`config.mk`:
```
export PLATFORM = sky130hd
export DESIGN_NAME = msd_decoder
export DESIGN_NICKNAME = d
export VERILOG_FILES = /design/src/verilog/msd_pkg.sv /design/src/verilog/msd_decoder.sv
export VERILOG_INCLUDE_DIRS = /design/src /design/src/verilog
export SDC_FILE = /design/constraint.sdc
export NUM_CORES = 1
export LEC_CHECK = 0
export BUFFER_PORTS_ARGS = -buffer_cell sky130_fd_sc_hd__buf_4
export CAP_MARGIN = 30
export CORE_MARGIN = 5
export CORE_UTILIZATION = 35
export DETAILED_ROUTE_END_ITERATION = 8
export PLACE_DENSITY = 0.66
export SYNTH_ARGS = -nofsm -noshare
export SYNTH_HDL_FRONTEND = slang
export SYNTH_SLANG_ARGS = --single-unit
```
`constraint.sdc`:
```
create_clock -name clk_i -period 2.48 [get_ports clk_i]
set_clock_uncertainty 0.1 [all_clocks]
set_input_delay 0.124 -clock clk_i [delete_from_list [all_inputs] [get_ports clk_i]]
set_output_delay 0.124 -clock clk_i [all_outputs]
set_load 0.03 [all_outputs]
```
`src/verilog/msd_regs.svh`:
```
// constants of the memory select decoder: offsets, fields, resets, region tags
// assumes it is included by bare name from the package and the decoder
//
// What this block does
// - sram works only while its select is high
// - boot sector wins over overlapped main sector
// - sram, config and periph io beat any flash
// - three priority levels, level one highest
// - each memory reached by fetch, read or both
// - space mapping bit layout, bits six five unused
// - mapping preset at reset, rewritable, acts immediately
// - eight bit page register extends addressing
// - page register read and write at E0h
// - page outputs are terms of select decode
// - page bits also go to general logic
// - logic input bus carries 73 signals
// - extended mode feeds address bits 19 to 4
`ifndef MSD_REGS_SVH
`define MSD_REGS_SVH

// --------------------------------------------------------------
// register offsets inside config register space
// --------------------------------------------------------------
`define MSD_PAGE_OFS      8'hE0
`define MSD_SMAP_OFS      8'hC0
// --------------------------------------------------------------
// reset values and space mapping fields
// --------------------------------------------------------------
`define MSD_PAGE_RST      8'h00
`define MSD_SMAP_RST         8'h0C
`define MSD_SMAP_WMASK       8'h9F
`define MSD_SMAP_SRAM_FETCH  0
`define MSD_SMAP_BOOT_FETCH  1
`define MSD_SMAP_MAIN_FETCH  2
`define MSD_SMAP_BOOT_READ   3
`define MSD_SMAP_MAIN_READ   4
`define MSD_SMAP_PIO_ON      7
// --------------------------------------------------------------
// decode regions (address tags)
// --------------------------------------------------------------
`define MSD_SRAM_TAG      5'h10
`define MSD_CFG_TAG       8'hB0
`define MSD_PIO_TAG       4'hC
`define MSD_BOOT_TAG      3'h4
`define MSD_MAIN_TAG      1'h1

`endif
```
`src/verilog/msd_pkg.sv`:
```
// types of the memory select decoder
// assumes msd_regs.svh sits in the include path
`default_nettype none
package msd_pkg;
   `include "msd_regs.svh"

   // --------------------------------------------------------------
   // pin group of the bus side, strobes already active high
   // --------------------------------------------------------------
   typedef struct packed {
      logic [19:0] addr;
      logic [7:0]  data;
      logic        fetch;
      logic        rd;
      logic        wr;
      logic        pwr_dn;
      logic        ext;
      logic [23:0] port_in;
      logic [2:0]  pd_in;
      logic [15:0] fb;
      logic        rdy;
   } msd_pins_t;

   // --------------------------------------------------------------
   // 73 signal input bus of the logic arrays
   // --------------------------------------------------------------
   typedef struct packed {
      logic [15:0] addr;
      logic [2:0]  bus_ctl;
      logic        rst;
      logic        pwr_dn;
      logic [23:0] port_in;
      logic [2:0]  pd_in;
      logic [7:0]  page;
      logic [15:0] fb;
      logic        rdy;
   } msd_lbus_t;
endpackage
`default_nettype wire

```
`src/verilog/msd_decoder.sv`:
```
// memory select decoder: flash, boot and sram selects, page and space mapping registers
// assumes asynchronous bus pins; all of them pass a two stage synchroniser first
`timescale 1ns/100ps
`default_nettype none
`include "msd_regs.svh"
module msd_decoder
   import msd_pkg::*;
(
   input  wire logic        clk_i,
   input  wire logic        rst_n_i,
   input  wire logic [19:0] addr_i,
   input  wire logic [7:0]  data_i,
   input  wire logic        program_fetch_strobe_n_i,
   input  wire logic        read_strobe_n_i,
   input  wire logic        write_strobe_n_i,
   input  wire logic        power_down_input_i,
   input  wire logic        ext_addr_mode_i,
   input  wire logic [23:0] port_in_i,
   input  wire logic [2:0]  port_d_in_i,
   input  wire logic [15:0] cell_feedback_i,
   input  wire logic        boot_ready_i,
   output logic [7:0]       main_flash_sector_select_o,
   output logic [3:0]       boot_sector_select_o,
   output logic             sram_select_o,
   output logic             config_register_space_o,
   output logic             periph_io_select_o,
   output logic [7:0]       page_outputs_o,
   output logic [7:0]       space_mapping_o,
   output msd_lbus_t        logic_bus_o,
   output logic [7:0]       data_o,
   output logic             data_oe_o
);

   // --------------------------------------------------------------
   // synchroniser, first stage read only by the second
   // --------------------------------------------------------------
   msd_pins_t pins_w;
   msd_pins_t s1_r;
   msd_pins_t s2_r;
   logic      wr_d_r;

   assign pins_w = '{addr: addr_i, data: data_i, fetch: ~program_fetch_strobe_n_i,
                     rd: ~read_strobe_n_i, wr: ~write_strobe_n_i, pwr_dn: power_down_input_i,
                     ext: ext_addr_mode_i, port_in: port_in_i, pd_in: port_d_in_i,
                     fb: cell_feedback_i, rdy: boot_ready_i};

   always_ff @(posedge clk_i or negedge rst_n_i) begin
      if (!rst_n_i) begin
         s1_r   <= '0;
         s2_r   <= '0;
         wr_d_r <= 1'b0;
      end else begin
         s1_r   <= pins_w;
         s2_r   <= s1_r;
         wr_d_r <= s2_r.wr;
      end
   end

   // --------------------------------------------------------------
   // region decode
   // --------------------------------------------------------------
   function automatic logic tag_hit(input logic [15:0] a, input logic [15:0] mask,
                                    input logic [15:0] tag);
      tag_hit = ((a & mask) == tag);
   endfunction

   logic [7:0]  page_r;
   logic [7:0]  smap_r;
   logic [15:0] a_w;
   logic        data_acc_w;
   logic        sram_hit_w;
   logic        cfg_hit_w;
   logic        pio_hit_w;
   logic        boot_hit_w;
   logic        main_hit_w;
   logic        lvl1_w;
   logic        sram_ok_w;
   logic        boot_ok_w;
   logic        main_ok_w;
   logic [2:0]  main_idx_w;
   logic [1:0]  boot_idx_w;
   logic        wr_rise_w;
   logic        page_wr_w;
   logic        smap_wr_w;

   assign a_w        = s2_r.addr[15:0];
   assign data_acc_w = s2_r.rd | s2_r.wr;
   // region tags are fixed; sizes keep each sector within its physical size
   assign sram_hit_w  = tag_hit(a_w, 16'hF800, {`MSD_SRAM_TAG, 11'h000});
   assign cfg_hit_w   = tag_hit(a_w, 16'hFF00, {`MSD_CFG_TAG, 8'h00});
   assign pio_hit_w   = tag_hit(a_w, 16'hF000, {`MSD_PIO_TAG, 12'h000}) & smap_r[`MSD_SMAP_PIO_ON];
   assign boot_hit_w  = tag_hit(a_w, 16'hE000, {`MSD_BOOT_TAG, 13'h0000});
   assign main_hit_w  = tag_hit(a_w, 16'h8000, {`MSD_MAIN_TAG, 15'h0000});
   // page bits pick among main sectors, so paging extends the reach
   assign main_idx_w  = {page_r[1:0], a_w[14]};
   assign boot_idx_w  = a_w[12:11];

   // strobe gating by space mapping, sram always open to data strobes
   assign sram_ok_w = (s2_r.fetch & smap_r[`MSD_SMAP_SRAM_FETCH]) | data_acc_w;
   assign boot_ok_w = (s2_r.fetch & smap_r[`MSD_SMAP_BOOT_FETCH]) |
                      (data_acc_w & smap_r[`MSD_SMAP_BOOT_READ]);
   assign main_ok_w = (s2_r.fetch & smap_r[`MSD_SMAP_MAIN_FETCH]) |
                      (data_acc_w & smap_r[`MSD_SMAP_MAIN_READ]);

   // level one masks levels two and three, level two masks three
   assign lvl1_w = sram_hit_w | cfg_hit_w | pio_hit_w;

   // --------------------------------------------------------------
   // register access in config space
   // --------------------------------------------------------------
   assign wr_rise_w = s2_r.wr & ~wr_d_r;
   assign page_wr_w = wr_rise_w & cfg_hit_w & (a_w[7:0] == `MSD_PAGE_OFS);
   assign smap_wr_w = wr_rise_w & cfg_hit_w & (a_w[7:0] == `MSD_SMAP_OFS);

   always_ff @(posedge clk_i or negedge rst_n_i) begin
      if (!rst_n_i) begin
         page_r <= `MSD_PAGE_RST;
         smap_r <= `MSD_SMAP_RST;
      end else begin
         if (page_wr_w) begin
            page_r <= s2_r.data;
         end
         if (smap_wr_w) begin
            smap_r <= s2_r.data & `MSD_SMAP_WMASK;
         end
      end
   end

   // --------------------------------------------------------------
   // registered outputs
   // --------------------------------------------------------------
   logic [7:0] main_nxt;
   logic [3:0] boot_nxt;
   logic       sram_nxt;
   logic       rd_page_w;
   logic       rd_smap_w;
   msd_lbus_t  lbus_nxt;

   always_comb begin
      main_nxt = 8'h00;
      boot_nxt = 4'h0;
      if (!lvl1_w && boot_hit_w && boot_ok_w) begin
         boot_nxt[boot_idx_w] = 1'b1;
      end else if (!lvl1_w && !boot_hit_w && main_hit_w && main_ok_w) begin
         main_nxt[main_idx_w] = 1'b1;
      end
   end

   assign sram_nxt  = sram_hit_w & sram_ok_w;
   assign rd_page_w = s2_r.rd & cfg_hit_w & (a_w[7:0] == `MSD_PAGE_OFS);
   assign rd_smap_w = s2_r.rd & cfg_hit_w & (a_w[7:0] == `MSD_SMAP_OFS);

   // extended mode shifts the array address window up by four bits
   assign lbus_nxt = '{addr: s2_r.ext ? s2_r.addr[19:4] : s2_r.addr[15:0],
                       bus_ctl: {s2_r.fetch, s2_r.rd, s2_r.wr}, rst: 1'b0, pwr_dn: s2_r.pwr_dn,
                       port_in: s2_r.port_in, pd_in: s2_r.pd_in, page: page_r,
                       fb: s2_r.fb, rdy: s2_r.rdy};

   always_ff @(posedge clk_i or negedge rst_n_i) begin
      if (!rst_n_i) begin
         main_flash_sector_select_o <= 8'h00;
         boot_sector_select_o       <= 4'h0;
         sram_select_o              <= 1'b0;
         config_register_space_o    <= 1'b0;
         periph_io_select_o         <= 1'b0;
         page_outputs_o             <= `MSD_PAGE_RST;
         space_mapping_o            <= `MSD_SMAP_RST;
         logic_bus_o                <= '0;
         data_o                     <= 8'h00;
         data_oe_o                  <= 1'b0;
      end else begin
         main_flash_sector_select_o <= main_nxt;
         boot_sector_select_o       <= boot_nxt;
         sram_select_o              <= sram_nxt;
         config_register_space_o    <= cfg_hit_w & data_acc_w;
         periph_io_select_o         <= pio_hit_w & data_acc_w;
         page_outputs_o             <= page_r;
         space_mapping_o            <= smap_r;
         logic_bus_o                <= lbus_nxt;
         data_o                     <= rd_page_w ? page_r : (rd_smap_w ? smap_r : 8'h00);
         data_oe_o                  <= rd_page_w | rd_smap_w;
      end
   end
endmodule // msd_decoder
`default_nettype wire

```
After elaboration in Yosys (flattened, before gate mapping). Index checks and enable logic that the tools add are counted.

$add $sub $neg: 0. Multipliers: 0. Divide/modulo/power cells: 0. Order comparisons: 4. Equal/unequal tests: 6. Shift-type cells: 0. Muxes and demuxes: 10. Bitwise logic cells: 27. Reductions and logical operators: 9.

Operators by type and width (number): $mux 8 (4); $eq 8x8->1 const B (3); $and 1x1->1 (16); $mux 16 (1); $logic_and 1x1->1 (7); $or 1x1->1 (7); $eq 5x5->1 const B (1); $eq 4x4->1 const B (1); $lt 3x4->1 const B (1); $mux 4 (1); $not 1->1 (4); $demux 1 s3 (1); $eq 3x3->1 const B (1); $ge 3x1->1 const B (1); $lt 2x3->1 const B (1); $demux 1 s2 (1); $ge 2x1->1 const B (1); $logic_not 1->1 (2); $mux 1 (2).

Register bits after elaboration: 271. Latch bits: 0. Memory bits (writable): 0. ROM bits: 0. Bits of input ports: 79. Output and inout port bits: 113. Memories kept: 0.

Longest topological paths before layout.
Word-level depth: 9. Gate-level depth with buffers: 5. Depth with buffers taken out: 4.

Worst setup path before layout. Ideal clock, no wire load.

Path kind: reg2reg. From: reg s2_r (netlist bit a_w[1]). To: reg page_r[0]. Setup time: 0.125 ns. Arrival: 1.640 ns. Required time: 2.255 ns. Slack: 0.615 ns. Stages on the path, launching flop included: 5. Path buffers: 0. Period minus slack after synthesis: 1.865 ns. Cell sequence: dfrtp_1 > nor3_2 > nand4_2 > nor4_4 > mux2_2.

Longest elaborated chain between the ends: 2.

Ends and longest elaborated chain: start: declaration (RTL line msd_decoder.sv:39) `msd_pins_t s2_r;`; start signal: assignment (RTL line msd_decoder.sv:54) `s2_r <= s1_r;`; $eq 8x8->1 (no source line); $and 1x1->1 (RTL line msd_decoder.sv:112) `` assign page_wr_w = wr_rise_w & cfg_hit_w & (a_w[7:0] == `MSD_PAGE_OFS); ``; end signal: assignment (RTL line msd_decoder.sv:117) `` page_r <= `MSD_PAGE_RST; ``; end signal: assignment (RTL line msd_decoder.sv:121) `page_r <= s2_r.data;`; end: declaration (RTL line msd_decoder.sv:67) `logic [7:0] page_r;`.

No other way between the ends. A chain may end at the register's enable or synchronous reset.

Worst setup path in the final report.
From: reg s2_r (netlist bit a_w[14]). To: reg page_r[3].

Longest elaborated chain between the ends: 3.

Ends and longest elaborated chain: $eq 8x8->1 (RTL line msd_decoder.sv:64) `tag_hit = ((a & mask) == tag);`; $and 1x1->1 (2 in a row) (RTL line msd_decoder.sv:112).

No other way between the ends.

==> out/results.ini <==
[final_layout]
multi_input_area_um2 = 757
layout_commonest_cell = dfrtp_1
fin_area_um2 = 11200
fillers = 1765
syn2layout_area_growth_pct = 46.6
drive_above_1_share_pct = 41.1
area.sequential_um2 = 6760
nets = 746
final_cell_mix = 266 x dfrtp_1, 190 x buf_4, 78 x dlygate4sd3_1, 29 x mux2_2, 29 x clkbuf_16

[synthesis]
synth_area_leaders = dfrtp_1 87%, mux2_2 4.3%, dfstp_2 1.4%
avgSynthCellArea_um2 = 20.2
yosysWarningCount = 0
synth_area_um2 = 7620
synth_ff_type = dfrtp_1
synth_enable_flop_cells = 0
async_reset_ff_share_pct = 100
synth.distinct_cells = 33
synth_cells = 377
synth_largest_area_cell = dfrtp_1
synth_seq_cells = 270
seq_area_frac_synth_pct = 88.7
synth.top_cell.area_share_pct = 87.3

[global_route]
grt_pass1_vias = 4584
grt.total_usage_pct = 12.7
grt_start_max_net_pins = 98
antenna_found_initial = 4
grt_first_pass_wirelength_um = 24900
grt_overflow = 0

[flow_run]
maxCapViolations = 0

[critical_path]
cp-end-kind = flip-flop
worst_ep_arrival_time_ns = 2.44
cp-start-kind = flip-flop
required_ns = 2.79
crit_type = reg -> reg
path_max_fanout = 11

[status]
outcome = finished clean

[floorplanning]
start_util_pct = 35.3
die_area_um2 = 24800
die_y_um = 158
ios = 192
core-area_um2 = 21600
rows = 54
die_x_um = 158

[sta]
slew-limit-headroom_pct = 52.3
rsz0062_at_grt = no
post-route-period-util_pct = 85.9
tightest_slew_ns = 0.715
hold_viol_final = 0
maxSlewViolCount = 0
fin_crit_ns = 2.13
setup-tns-final_ns = 0
max_freq_ghz = 0.470
setup_viol = 0

[power_and_ir_drop]
ir_drop_uv = 550
p_leak_nw = 5.34
powerDensity_nw_per_um2 = 862
fin_total_pwr_mw = 9.63

[clocking]
clk_latency_ns = 0.53
clk_path_buf_depth = 3
post_cts_resized = 0
h-tree-depth = 1
cts_tree = built
cts-root-buf = clkbuf_16
cts_num_sinks = 270
numCtsBuffers = 28
clkTransAtPathRegs_ns = 0.06
postCtsSetupBuffers = 0

[drt]
postRouteAntennaNets = 0
firstDrtPassIters = 3
drtIter0Drc = 114
via_per_inst = 4.15
drt_wl_total_um = 15800
vias = 4035
drcViolationCount = 0
wl_per_cell_um = 16.2

[place]
io_buffers = 188
postPlaceCellArea_um2 = 9390
gp_congestion = 0.763
hpwl_um = 10300

[hold_path]
hold_path.class = in -> async

-- cell type report --
class                      count  area share [%]
tap                          280            3.13
timing repair buffer         272            20.4
multi-input combinational     91            6.77
clock buffer                  41            7.43
clock inverter                11            1.52
inverter                       4           0.134
sequential                   270            60.5
antenna                        4          0.0896
-- cells by family after synthesis --
family | count (synthesis) | share of synthesized area (%)
DFF | 270 | 88.7
and+or+nand+nor | 44 | 4.15
muxes | 29 | 4.28
buffers and inverters | 19 | 1.54
AOI/OAI and AO/OA | 14 | 1.30
other | 1 | 0.0492
-- synth_stat cells, types with 2 or more instances --
cell type / number
a21oi_1: 2
a22o_1: 6
and2_1: 3
buf_4: 12
dfrtp_1: 266
dfstp_2: 4
inv_1: 4
mux2_2: 29
nand2_1: 6
nand2b_1: 4
nand4_1: 2
nand4_2: 2
nor2_1: 10
nor3_1: 2
nor3_2: 2
nor4_4: 2
nor4b_2: 2
o21ai_0: 4
-- sequential cells by signal, summed over array words and instances, names as in the netlist --
| register | count |
|---|---|
| s1_r | 77 |
| logic_bus_o | 64 |
| lbus_nxt | 48 |
| a_w | 16 |
| s2_r | 13 |
| data_o | 8 |
| main_flash_sector_select_o | 8 |
| page_outputs_o | 8 |
| page_r | 8 |
| smap_r | 6 |
| space_mapping_o | 6 |
| boot_sector_select_o | 4 |
| config_register_space_o | 1 |
| data_oe_o | 1 |
| periph_io_select_o | 1 |
| sram_select_o | 1 |
-- final timing paths --
path	start	to	slack (ns)	cells past startpoint
worst max-delay path	a_w[14]	page_r[3]	0.35	4
min in group clk_i	port_in_i[1]	s1_r[21]	0.14	2
worst max register to register	a_w[14]	page_r[3]	0.35	4
max in group asynchronous	rst_n_i	logic_bus_o[40]	1.38	3
worst min-delay path	rst_n_i	page_outputs_o[2]	0.12	2
worst min register to register	s1_r[39]	lbus_nxt[47]	0.24	0
-- stage by stage --
step | std cells | hold slack (ns) | util (%) | setup WS, ns
3_5_place_dp | 839 | 0.107 | 43.4 | 0.333
6_report | 973 | 0.116 | 51.7 | 0.351
5_1_grt | 972 | 0.115 | 51.7 | 0.227
2_1_floorplan | 380 | -0.272 | - | 0.615
3_3_place_gp | 839 | 0.101 | 43.4 | 0.422
4_1_cts | 969 | 0.113 | 51.6 | 0.340
-- critical path, cell delays in order, from the launching register on --
cell and delay (ns):
dfrtp_1 0.49, nor2_2 0.22, nand4_2 0.21, nor4_4 0.60, mux2_2 0.41
-- where the power goes --
part | internal [mW] | switching, mW | total (mW) | leakage (nW)
sequential | 4.59 | 0.0818 | 4.68 | 3.25
combinational | 0.270 | 0.304 | 0.573 | 1.61
clock | 2.74 | 1.64 | 4.38 | 0.481
total | 7.60 | 2.03 | 9.63 | 5.34
-- per-layer routing --
layer | share of wire, % | GRT usage [%] | up-vias
met4 | 2.5 | 3.97 | 0
met2 | 48 | 20.3 | 155
met1 | 40 | 16.3 | 2038
li1 | - | - | 1811
met3 | 9.3 | 4.57 | 31
met5 | 0 | 0 | -
-- what timing repair did --
action | 4_1_cts | 5_1_grt
hold buffers | 78 | 0
endpoints found under the setup margin | 0 | 0
hold endpoints to repair | 169 | 0
Note: power is estimated with default switching activity, not from simulation.
